## src/include/serial_port_regs.vh

```
// serial port control register constants and timing counts
// assumes a 40 MHz peripheral clock and a plain register port
`ifndef SERIAL_PORT_REGS_VH
`define SERIAL_PORT_REGS_VH
// ----------------------------------------
// register offsets
// ----------------------------------------
`define ADDR_CONTROL   8'h98
`define ADDR_DATA      8'h99
`define ADDR_RELOAD    8'h9A
`define ADDR_RATECTL   8'h9B
`define ADDR_IRQ_STAT  8'hA0
`define ADDR_IRQ_MASK  8'hA1
// ----------------------------------------
// control field positions
// ----------------------------------------
`define BIT_MODE_HI    7
`define BIT_MODE_LO    6
`define BIT_MPCE       5
`define BIT_RX_EN      4
`define BIT_TX9        3
`define BIT_RX9        2
`define BIT_TXDONE     1
`define BIT_RXDONE     0
`define BIT_DOUBLE     0
`define CONTROL_RESET  8'h00
// ----------------------------------------
// modes and timing
// ----------------------------------------
`define MODE_SHIFT     2'h0
`define MODE_ASYNC8    2'h1
`define MODE_FIXED9    2'h2
`define MODE_ASYNC9    2'h3
`define SHIFT_DIV      8'h06
`define FIXED_DIV_FAST 8'h10
`define FIXED_DIV_SLOW 8'h20
`define OVERSAMPLE     8'h10
`endif

```

## src/rtl/serial_bit_timer.v

```verilog
// bit-rate enable divider
// assumes a divide value of at least one, held stable in a frame
`timescale 1ns/1ps
module serial_bit_timer
(
  // clock and reset
  input  wire       clk_i,
  input  wire       reset_n_i,
  // control
  input  wire       restart_i,
  input  wire [7:0] divide_i,
  // enable out
  output reg        tick_o
);
  reg [7:0] count_q;
  // count down, pulse at zero
  always @(posedge clk_i or negedge reset_n_i)
  begin
    if (!reset_n_i)
    begin
      count_q <= 8'h00;
      tick_o  <= 1'b0;
    end
    else if (restart_i || count_q == 8'h00)
    begin
      count_q <= divide_i - 8'h01;
      tick_o  <= !restart_i;
    end
    else
    begin
      count_q <= count_q - 8'h01;
      tick_o  <= 1'b0;
    end
  end
endmodule // serial_bit_timer

```

## src/rtl/serial_port.v

```verilog
// serial port: control register, transmitter, receiver, interrupt
// assumes software port on MCLK_I; RXD is asynchronous
//
// Local design decision: the strobed register port.
`timescale 1ns/1ps
`include "serial_port_regs.vh"
module serial_port
(
  // clock and reset
  input  wire       MCLK_I,
  input  wire       RESET_N_I,
  // register port
  input  wire [7:0] ADDR_I,
  input  wire [7:0] WDATA_I,
  input  wire       WR_I,
  input  wire       RD_I,
  output reg  [7:0] RDATA_O,
  // serial lines
  input  wire       RXD_I,
  output reg        TXD_O,
  output reg        SCLK_O,
  // interrupt
  output wire       IRQ_O
);
  // ----------------------------------------
  // registers
  // ----------------------------------------
  reg  [7:0] control_q;
  reg  [7:0] reload_q;
  reg  [7:0] ratectl_q;
  reg  [7:0] rx_data_q;
  reg  [1:0] irq_stat_q;
  reg  [1:0] irq_mask_q;
  reg        rx_s1_q;
  reg        rx_s2_q;
  wire [1:0] mode = control_q[`BIT_MODE_HI:`BIT_MODE_LO];
  wire       wr_ctl = WR_I && ADDR_I == `ADDR_CONTROL;
  wire       wr_data = WR_I && ADDR_I == `ADDR_DATA;
  wire       sw_tx_set = wr_ctl && WDATA_I[`BIT_TXDONE];
  wire       rate_double = ratectl_q[`BIT_DOUBLE];
  // ----------------------------------------
  // bit rate selection
  // ----------------------------------------
  reg  [7:0] divide;
  // one enable per half bit in shift mode, per 1/16 bit otherwise
  always @*
  begin
    case (mode)
      // half-bit enable: the shift clock toggles twice per bit
      `MODE_SHIFT:  divide = `SHIFT_DIV >> 1;
      `MODE_FIXED9: divide = rate_double ? 8'h01 : 8'h02; // doubling gives 1/16
      default:      divide = (reload_q == 8'h00) ? 8'h01 : reload_q;
    endcase
  end
  wire tick;
  serial_bit_timer u_timer
  (
    .clk_i     (MCLK_I),
    .reset_n_i (RESET_N_I),
    .restart_i (wr_ctl || wr_data), // frame starts on a fresh bit phase
    .divide_i  (divide),
    .tick_o    (tick)
  );
  // ----------------------------------------
  // transmitter
  // ----------------------------------------
  reg  [9:0] tx_shift_q;
  reg  [3:0] tx_bits_q;
  reg  [3:0] tx_sub_q;
  reg        tx_busy_q;
  reg        tx_set;
  wire       ninth = (mode == `MODE_FIXED9) || (mode == `MODE_ASYNC9);
  wire [3:0] sub_top = (mode == `MODE_FIXED9) ? 4'hF : 4'hF;
  always @(posedge MCLK_I or negedge RESET_N_I)
  begin
    if (!RESET_N_I)
    begin
      tx_shift_q <= 10'h3FF;
      tx_bits_q  <= 4'h0;
      tx_sub_q   <= 4'h0;
      tx_busy_q  <= 1'b0;
      TXD_O      <= 1'b1;
      SCLK_O     <= 1'b1;
    end
    else if (wr_data)
    begin
      // frame: data lsb first, then ninth or stop, then stop
      tx_shift_q <= ninth ? {1'b1, control_q[`BIT_TX9], WDATA_I}
                          : {2'b11, WDATA_I};
      tx_bits_q  <= (mode == `MODE_SHIFT) ? 4'h8 : (ninth ? 4'hB : 4'hA);
      tx_sub_q   <= 4'h0;
      tx_busy_q  <= 1'b1;
      TXD_O      <= (mode == `MODE_SHIFT) ? WDATA_I[0] : 1'b0;
    end
    else if (tx_busy_q && tick)
    begin
      if (mode == `MODE_SHIFT)
      begin
        SCLK_O <= ~SCLK_O;
        if (!SCLK_O)
        begin
          tx_shift_q <= {1'b1, tx_shift_q[9:1]};
          TXD_O      <= tx_shift_q[1];
          tx_bits_q  <= tx_bits_q - 4'h1;
          tx_busy_q  <= tx_bits_q != 4'h1;
        end
      end
      else
      begin
        tx_sub_q <= tx_sub_q + 4'h1;
        if (tx_sub_q == sub_top)
        begin
          TXD_O      <= tx_shift_q[0];
          tx_shift_q <= {1'b1, tx_shift_q[9:1]};
          tx_bits_q  <= tx_bits_q - 4'h1;
          tx_busy_q  <= tx_bits_q != 4'h1;
        end
      end
    end
  end
  // done at 8th bit end (shift) or at start of stop bit
  always @*
  begin
    tx_set = 1'b0;
    if (tx_busy_q && tick)
    begin
      if (mode == `MODE_SHIFT)
        tx_set = !SCLK_O && tx_bits_q == 4'h1;
      else
        tx_set = tx_sub_q == sub_top && tx_bits_q == 4'h2;
    end
  end
  // ----------------------------------------
  // receiver
  // ----------------------------------------
  reg  [9:0] rx_shift_q;
  reg  [3:0] rx_bits_q;
  reg  [3:0] rx_sub_q;
  reg        rx_busy_q;
  reg        rx_done;
  reg        rx_ninth;
  wire       rx_en = control_q[`BIT_RX_EN];
  // two-flop sync of the receive line
  always @(posedge MCLK_I or negedge RESET_N_I)
  begin
    if (!RESET_N_I)
    begin
      rx_s1_q <= 1'b1;
      rx_s2_q <= 1'b1;
    end
    else
    begin
      rx_s1_q <= RXD_I;
      rx_s2_q <= rx_s1_q;
    end
  end
  // asynchronous receive, sampled mid bit
  always @(posedge MCLK_I or negedge RESET_N_I)
  begin
    if (!RESET_N_I)
    begin
      rx_shift_q <= 10'h000;
      rx_bits_q  <= 4'h0;
      rx_sub_q   <= 4'h0;
      rx_busy_q  <= 1'b0;
    end
    else if (!rx_busy_q)
    begin
      rx_sub_q  <= 4'h0;
      rx_bits_q <= ninth ? 4'hB : 4'hA;
      rx_busy_q <= rx_en && mode != `MODE_SHIFT && !rx_s2_q;
    end
    else if (tick)
    begin
      rx_sub_q <= rx_sub_q + 4'h1;
      if (rx_sub_q == 4'h7)
      begin
        rx_shift_q <= {rx_s2_q, rx_shift_q[9:1]};
        rx_bits_q  <= rx_bits_q - 4'h1;
        if (rx_bits_q == 4'h1)
          rx_busy_q <= 1'b0;
        else if (rx_bits_q == (ninth ? 4'hB : 4'hA) && rx_s2_q)
          rx_busy_q <= 1'b0; // false start
      end
    end
  end
  // end of frame and the value of the ninth flag
  always @*
  begin
    rx_done  = rx_busy_q && tick && rx_sub_q == 4'h7 && rx_bits_q == 4'h1;
    rx_ninth = ninth ? rx_shift_q[9] : rx_s2_q;
  end
  // ----------------------------------------
  // control register and interrupt state
  // ----------------------------------------
  always @(posedge MCLK_I or negedge RESET_N_I)
  begin
    if (!RESET_N_I)
    begin
      control_q  <= `CONTROL_RESET;
      reload_q   <= 8'h00;
      ratectl_q  <= 8'h00;
      rx_data_q  <= 8'h00;
      irq_stat_q <= 2'h0;
      irq_mask_q <= 2'h0;
    end
    else
    begin
      if (wr_ctl)
        control_q <= WDATA_I; // software sets or clears flags
      if (WR_I && ADDR_I == `ADDR_RELOAD)
        reload_q <= WDATA_I;
      if (WR_I && ADDR_I == `ADDR_RATECTL)
        ratectl_q <= WDATA_I;
      if (WR_I && ADDR_I == `ADDR_IRQ_MASK)
        irq_mask_q <= WDATA_I[1:0];
      // hardware set wins over any write
      if (tx_set)
        control_q[`BIT_TXDONE] <= 1'b1;
      if (rx_done)
      begin
        rx_data_q <= ninth ? rx_shift_q[8:1] : rx_shift_q[9:2];
        control_q[`BIT_RXDONE] <= 1'b1;
        if (ninth || !control_q[`BIT_MPCE])
          control_q[`BIT_RX9] <= rx_ninth; // shift mode never here
      end
      irq_stat_q <= (irq_stat_q & ~((WR_I && ADDR_I == `ADDR_IRQ_STAT) ? WDATA_I[1:0] : 2'h0))
                    | {tx_set || sw_tx_set, rx_done};
    end
  end
  assign IRQ_O = |(irq_stat_q & irq_mask_q);
  // read data one cycle after the strobe
  always @(posedge MCLK_I or negedge RESET_N_I)
  begin
    if (!RESET_N_I)
      RDATA_O <= 8'h00;
    else if (RD_I)
    begin
      case (ADDR_I)
        `ADDR_CONTROL:  RDATA_O <= control_q;
        `ADDR_DATA:     RDATA_O <= rx_data_q;
        `ADDR_RELOAD:   RDATA_O <= reload_q;
        `ADDR_RATECTL:  RDATA_O <= ratectl_q;
        `ADDR_IRQ_STAT: RDATA_O <= {6'h00, irq_stat_q};
        `ADDR_IRQ_MASK: RDATA_O <= {6'h00, irq_mask_q};
        default:        RDATA_O <= 8'h00;
      endcase
    end
    else
      RDATA_O <= 8'h00;
  end
endmodule // serial_port

```

## config.mk

```make
export PLATFORM = sky130hd
export DESIGN_NAME = serial_port
export DESIGN_NICKNAME = d
export VERILOG_FILES = /design/src/rtl/serial_bit_timer.v /design/src/rtl/serial_port.v
export VERILOG_INCLUDE_DIRS = /design/src /design/src/include
export SDC_FILE = /design/constraint.sdc
export NUM_CORES = 1
export LEC_CHECK = 0
export BUFFER_PORTS_ARGS = -buffer_cell sky130_fd_sc_hd__buf_4
export CAP_MARGIN = 20
export CORE_ASPECT_RATIO = 0.8
export CORE_MARGIN = 5
export CORE_UTILIZATION = 44
export DETAILED_ROUTE_END_ITERATION = 10
export SYNTH_ARGS = -nofsm -noshare
export SYNTH_HDL_FRONTEND = slang
export SYNTH_SLANG_ARGS = --single-unit
export TNS_END_PERCENT = 10
```

## constraint.sdc

```tcl
create_clock -name MCLK_I -period 2.45 [get_ports MCLK_I]
set_clock_uncertainty 0.05 [all_clocks]
set_input_delay 0.245 -clock MCLK_I [delete_from_list [all_inputs] [get_ports MCLK_I]]
set_output_delay 0.245 -clock MCLK_I [all_outputs]
set_load 0.005 [all_outputs]
```

==> flow_metrics.env <==
export IMPL_cts_tree="done"
export IMPL_r2r_start="u_timer.count_q[3]"
export IMPL_drcViolationCount=0
export IMPL_ys_async_sr_fraction=1.000
export IMPL_die_area_mm2=0.01274
export IMPL_cp_cell_sequence="nor3_1 > nand3_1 > nand2_1 > mux2i_1 > ha_1 > o21ai_0 > a311o_1 > o21ai_0"
export IMPL_num_rows=33
export IMPL_gp_congestion=0.8981
export IMPL_die_y_um=101.9
export IMPL_clk_pin_slew_ps=60
export IMPL_r2r_cells=8
export IMPL_syn_avg_cell_area_um2=11.57
export IMPL_yosys_area_share_xor_xnor=0.03202
export IMPL_place_hpwl_um=7456
export IMPL_port_buffers=31
export IMPL_io_pins=32
export IMPL_finalCritPeriodShare=0.9162
export IMPL_grt_use_total=0.1728
export IMPL_hold_class="in -> reg"
export IMPL_crit_top_cell="o21ai_0"
export IMPL_yosys_area_share_simple=0.1577
export IMPL_final_cell_mix="dfrtp_1, nand2_1, buf_4, mux2_2, o21ai_0"
export IMPL_routed_wirelength_um=10240
export IMPL_crit_fanout=4
export IMPL_grt_antenna_before_repair=0
export IMPL_synth_compound_area_share=0.09553
export IMPL_hold_viol_final=0
export IMPL_ir_drop_uv=435.0
export IMPL_cts_buffers=9
export IMPL_mostFrequentLayoutCell="dfrtp_1"
export IMPL_drv_cap=0
export IMPL_place_area_mm2=0.005069
export IMPL_area_growth_synth_to_final_pct=15.72
export IMPL_synth_fa_ha_area_frac=0.02153
export IMPL_n_fill_cell=895
export IMPL_drt_iter0_drc=271
export IMPL_fin_crit_ps=2245
export IMPL_grt_ovfl_total=0
export IMPL_drv_slew=0
export IMPL_crit_type="reg -> reg"
export IMPL_synth_yosys_warnings=0
export IMPL_synth_edf_count=0
export IMPL_critPathLaunchType="flop"
export IMPL_htreeDepth=3
export IMPL_crit_arrival_ps=2450
export IMPL_viasPerCell=5.427
export IMPL_synth_area_mm2=0.004649
export IMPL_synth_top_family_by_area="multiplexers"
export IMPL_synthCells=402
export IMPL_seqCellArea_mm2=0.002344
export IMPL_power_density_mw_per_mm2=772.0
export IMPL_clock_sinks=93
export IMPL_cts_hold_buf=2
export IMPL_die_w_um=124.9
export IMPL_grt_pass1_wl_um=17280
export IMPL_clk_path_buf_depth=2
export IMPL_num_vias=3180
export IMPL_r2r_slack_ps=210
export IMPL_rr_endpoint="u_timer.count_q[4]"
export IMPL_worstSetupEndpointType="flop"
export IMPL_worstPathRequired_ps=2650
export IMPL_grt_max_degree=59
export IMPL_grt_pass1_vias=3188
export IMPL_cts_root_buf="clkbuf_16"
export IMPL_slowest_delay_ps=410
export IMPL_fin_nets=470
export IMPL_ys_seq_area_frac=0.5040
export IMPL_wl_per_cell_um=17.48
export IMPL_multi_input_area_mm2=0.002177
export IMPL_firstDrtPassIters=4
export IMPL_ant_nets=0
export IMPL_synth_cell_types=58
export IMPL_clock_latency_ps=340
export IMPL_hold_start="WDATA_I[6]"
export IMPL_worst_pin_slew_ps=564.4
export IMPL_synth_mux_area_frac=0.1615
export IMPL_cpMaxStageDelayCell="dfrtp_1"
export IMPL_antennaDiodeCount=0
export IMPL_tns_ps=0
export IMPL_syn_num_nets=431
export IMPL_p_leak_nw=2.377
export IMPL_ys_ff_latch=93
export IMPL_dp_cells=568
export IMPL_synthFlopType="dfrtp_1"
export IMPL_status="complete, no violations"
export IMPL_drive_above_1_share=0.2915
export IMPL_setup_viol=0
export IMPL_fin_hold_ws_ps=104.1
export IMPL_slew_limit_headroom=0.6237
export IMPL_final_cell_count_no_fill=586
export IMPL_fp_coreArea_mm2=0.01028
export IMPL_hold_path_depth=3
export IMPL_holdPathEnd="tx_shift_q[6]"
export IMPL_rsz0062_at_grt="false"
export IMPL_final_area_mm2=0.005380
export IMPL_max_freq_ghz=0.4455
export IMPL_cts_resized=0
export IMPL_cts_setup_buffers=0
export IMPL_start_util=0.4522
## cell usage after synthesis (all sizes together), types with 4 or more instances
library cell | instances | area share
a21oi | 10 | 0.013
a22oi | 4 | 0.0065
a31oi | 5 | 0.0067
and2 | 9 | 0.012
and3 | 9 | 0.014
buf | 14 | 0.017
dfrtp | 80 | 0.43
dfstp | 13 | 0.073
ha | 8 | 0.022
inv | 10 | 0.0081
mux2 | 32 | 0.078
mux2i | 21 | 0.045
mux4 | 8 | 0.039
nand2 | 44 | 0.036
nand3 | 11 | 0.015
nand4 | 5 | 0.010
nor2 | 15 | 0.012
nor2b | 6 | 0.0081
nor3 | 7 | 0.0086
nor4 | 4 | 0.0054
o21ai | 35 | 0.038
xnor2 | 11 | 0.021
xor2 | 6 | 0.011
## flip-flops by register name, summed over array words and instances (netlist names), 2 cells and up
register	count
irq_stat_q	2
rx_shift_q	9
irq_mask_q	2
tx_bits_q	4
tx_sub_q	4
ratectl_q	8
RDATA_O	8
reload_q	8
tx_shift_q	9
rx_data_q	8
u_timer.count_q	8
control_q	8
rx_sub_q	4
rx_bits_q	4
## area by class of cell
type                       count  area share
clock inverter                 6     0.01163
multi-input combinational    282      0.4047
sequential                    93      0.4356
timing repair buffer          45     0.06605
clock buffer                  10     0.04256
tap                          140     0.03256
inverter                      10    0.006977
## metal layers
layer / global-route usage / wire (µm) / up-vias
met5: 0 / 0 / -
met4: 0.04250 / 52 / 0
met3: 0.04232 / 483 / 4
met2: 0.2537 / 4549 / 54
met1: 0.2595 / 5159 / 1600
li1: - / - / 1522
## metrics by stage
stage / utilization / power, mW / setup slack (ps)
finish: 0.5233 / 4.153 / 205.4
global route: 0.5233 / 4.398 / 23.56
CTS: 0.5233 / 4.205 / 215.1
detailed placement: 0.4930 / 2.808 / 241.4
global placement: 0.4930 / 2.819 / 238.6
floorplan: - / 2.534 / 272.5
## worst max path at each step
| stage | startpoint | end | slack [ps] | cells after the start |
|---|---|---|---|---|
| floorplan | u_timer.count_q[1] | u_timer.count_q[4] | 270 | 9 |
| global placement | u_timer.count_q[3] | u_timer.count_q[4] | 240 | 8 |
| detailed placement | reload_q[3] | u_timer.count_q[4] | 240 | 9 |
| CTS | u_timer.count_q[3] | u_timer.count_q[4] | 220 | 8 |
| global route | u_timer.count_q[3] | u_timer.count_q[4] | 20 | 8 |
| finish | u_timer.count_q[3] | u_timer.count_q[4] | 210 | 8 |
## cells by family (layout without fill, tap and decap cells)
group                      after synthesis  after routing
AOI/OAI and AO/OA                       71             71
xor gates and xnor gates                17             17
adders and majority gates                8              8
buffers and inverters                   27             71
DFF                                     93             93
muxes                                   61             61
and+or+nand+nor                        125            125
## worst max-delay path: cells and delay by family (launching register included)
family,cells,cell delay [ps]
adders and majority gates,1,240
and+or+nand+nor,3,640
AOI/OAI and AO/OA,3,560
DFF,1,410
muxes,1,280
## power breakdown
group / internal [mW] / switching (mW) / total (mW)
clock network: 0.791 / 0.579 / 1.37
registers: 1.81 / 0.197 / 2.01
logic: 0.378 / 0.399 / 0.777
total: 2.98 / 1.17 / 4.15
(Power assumes the default switching activity.)
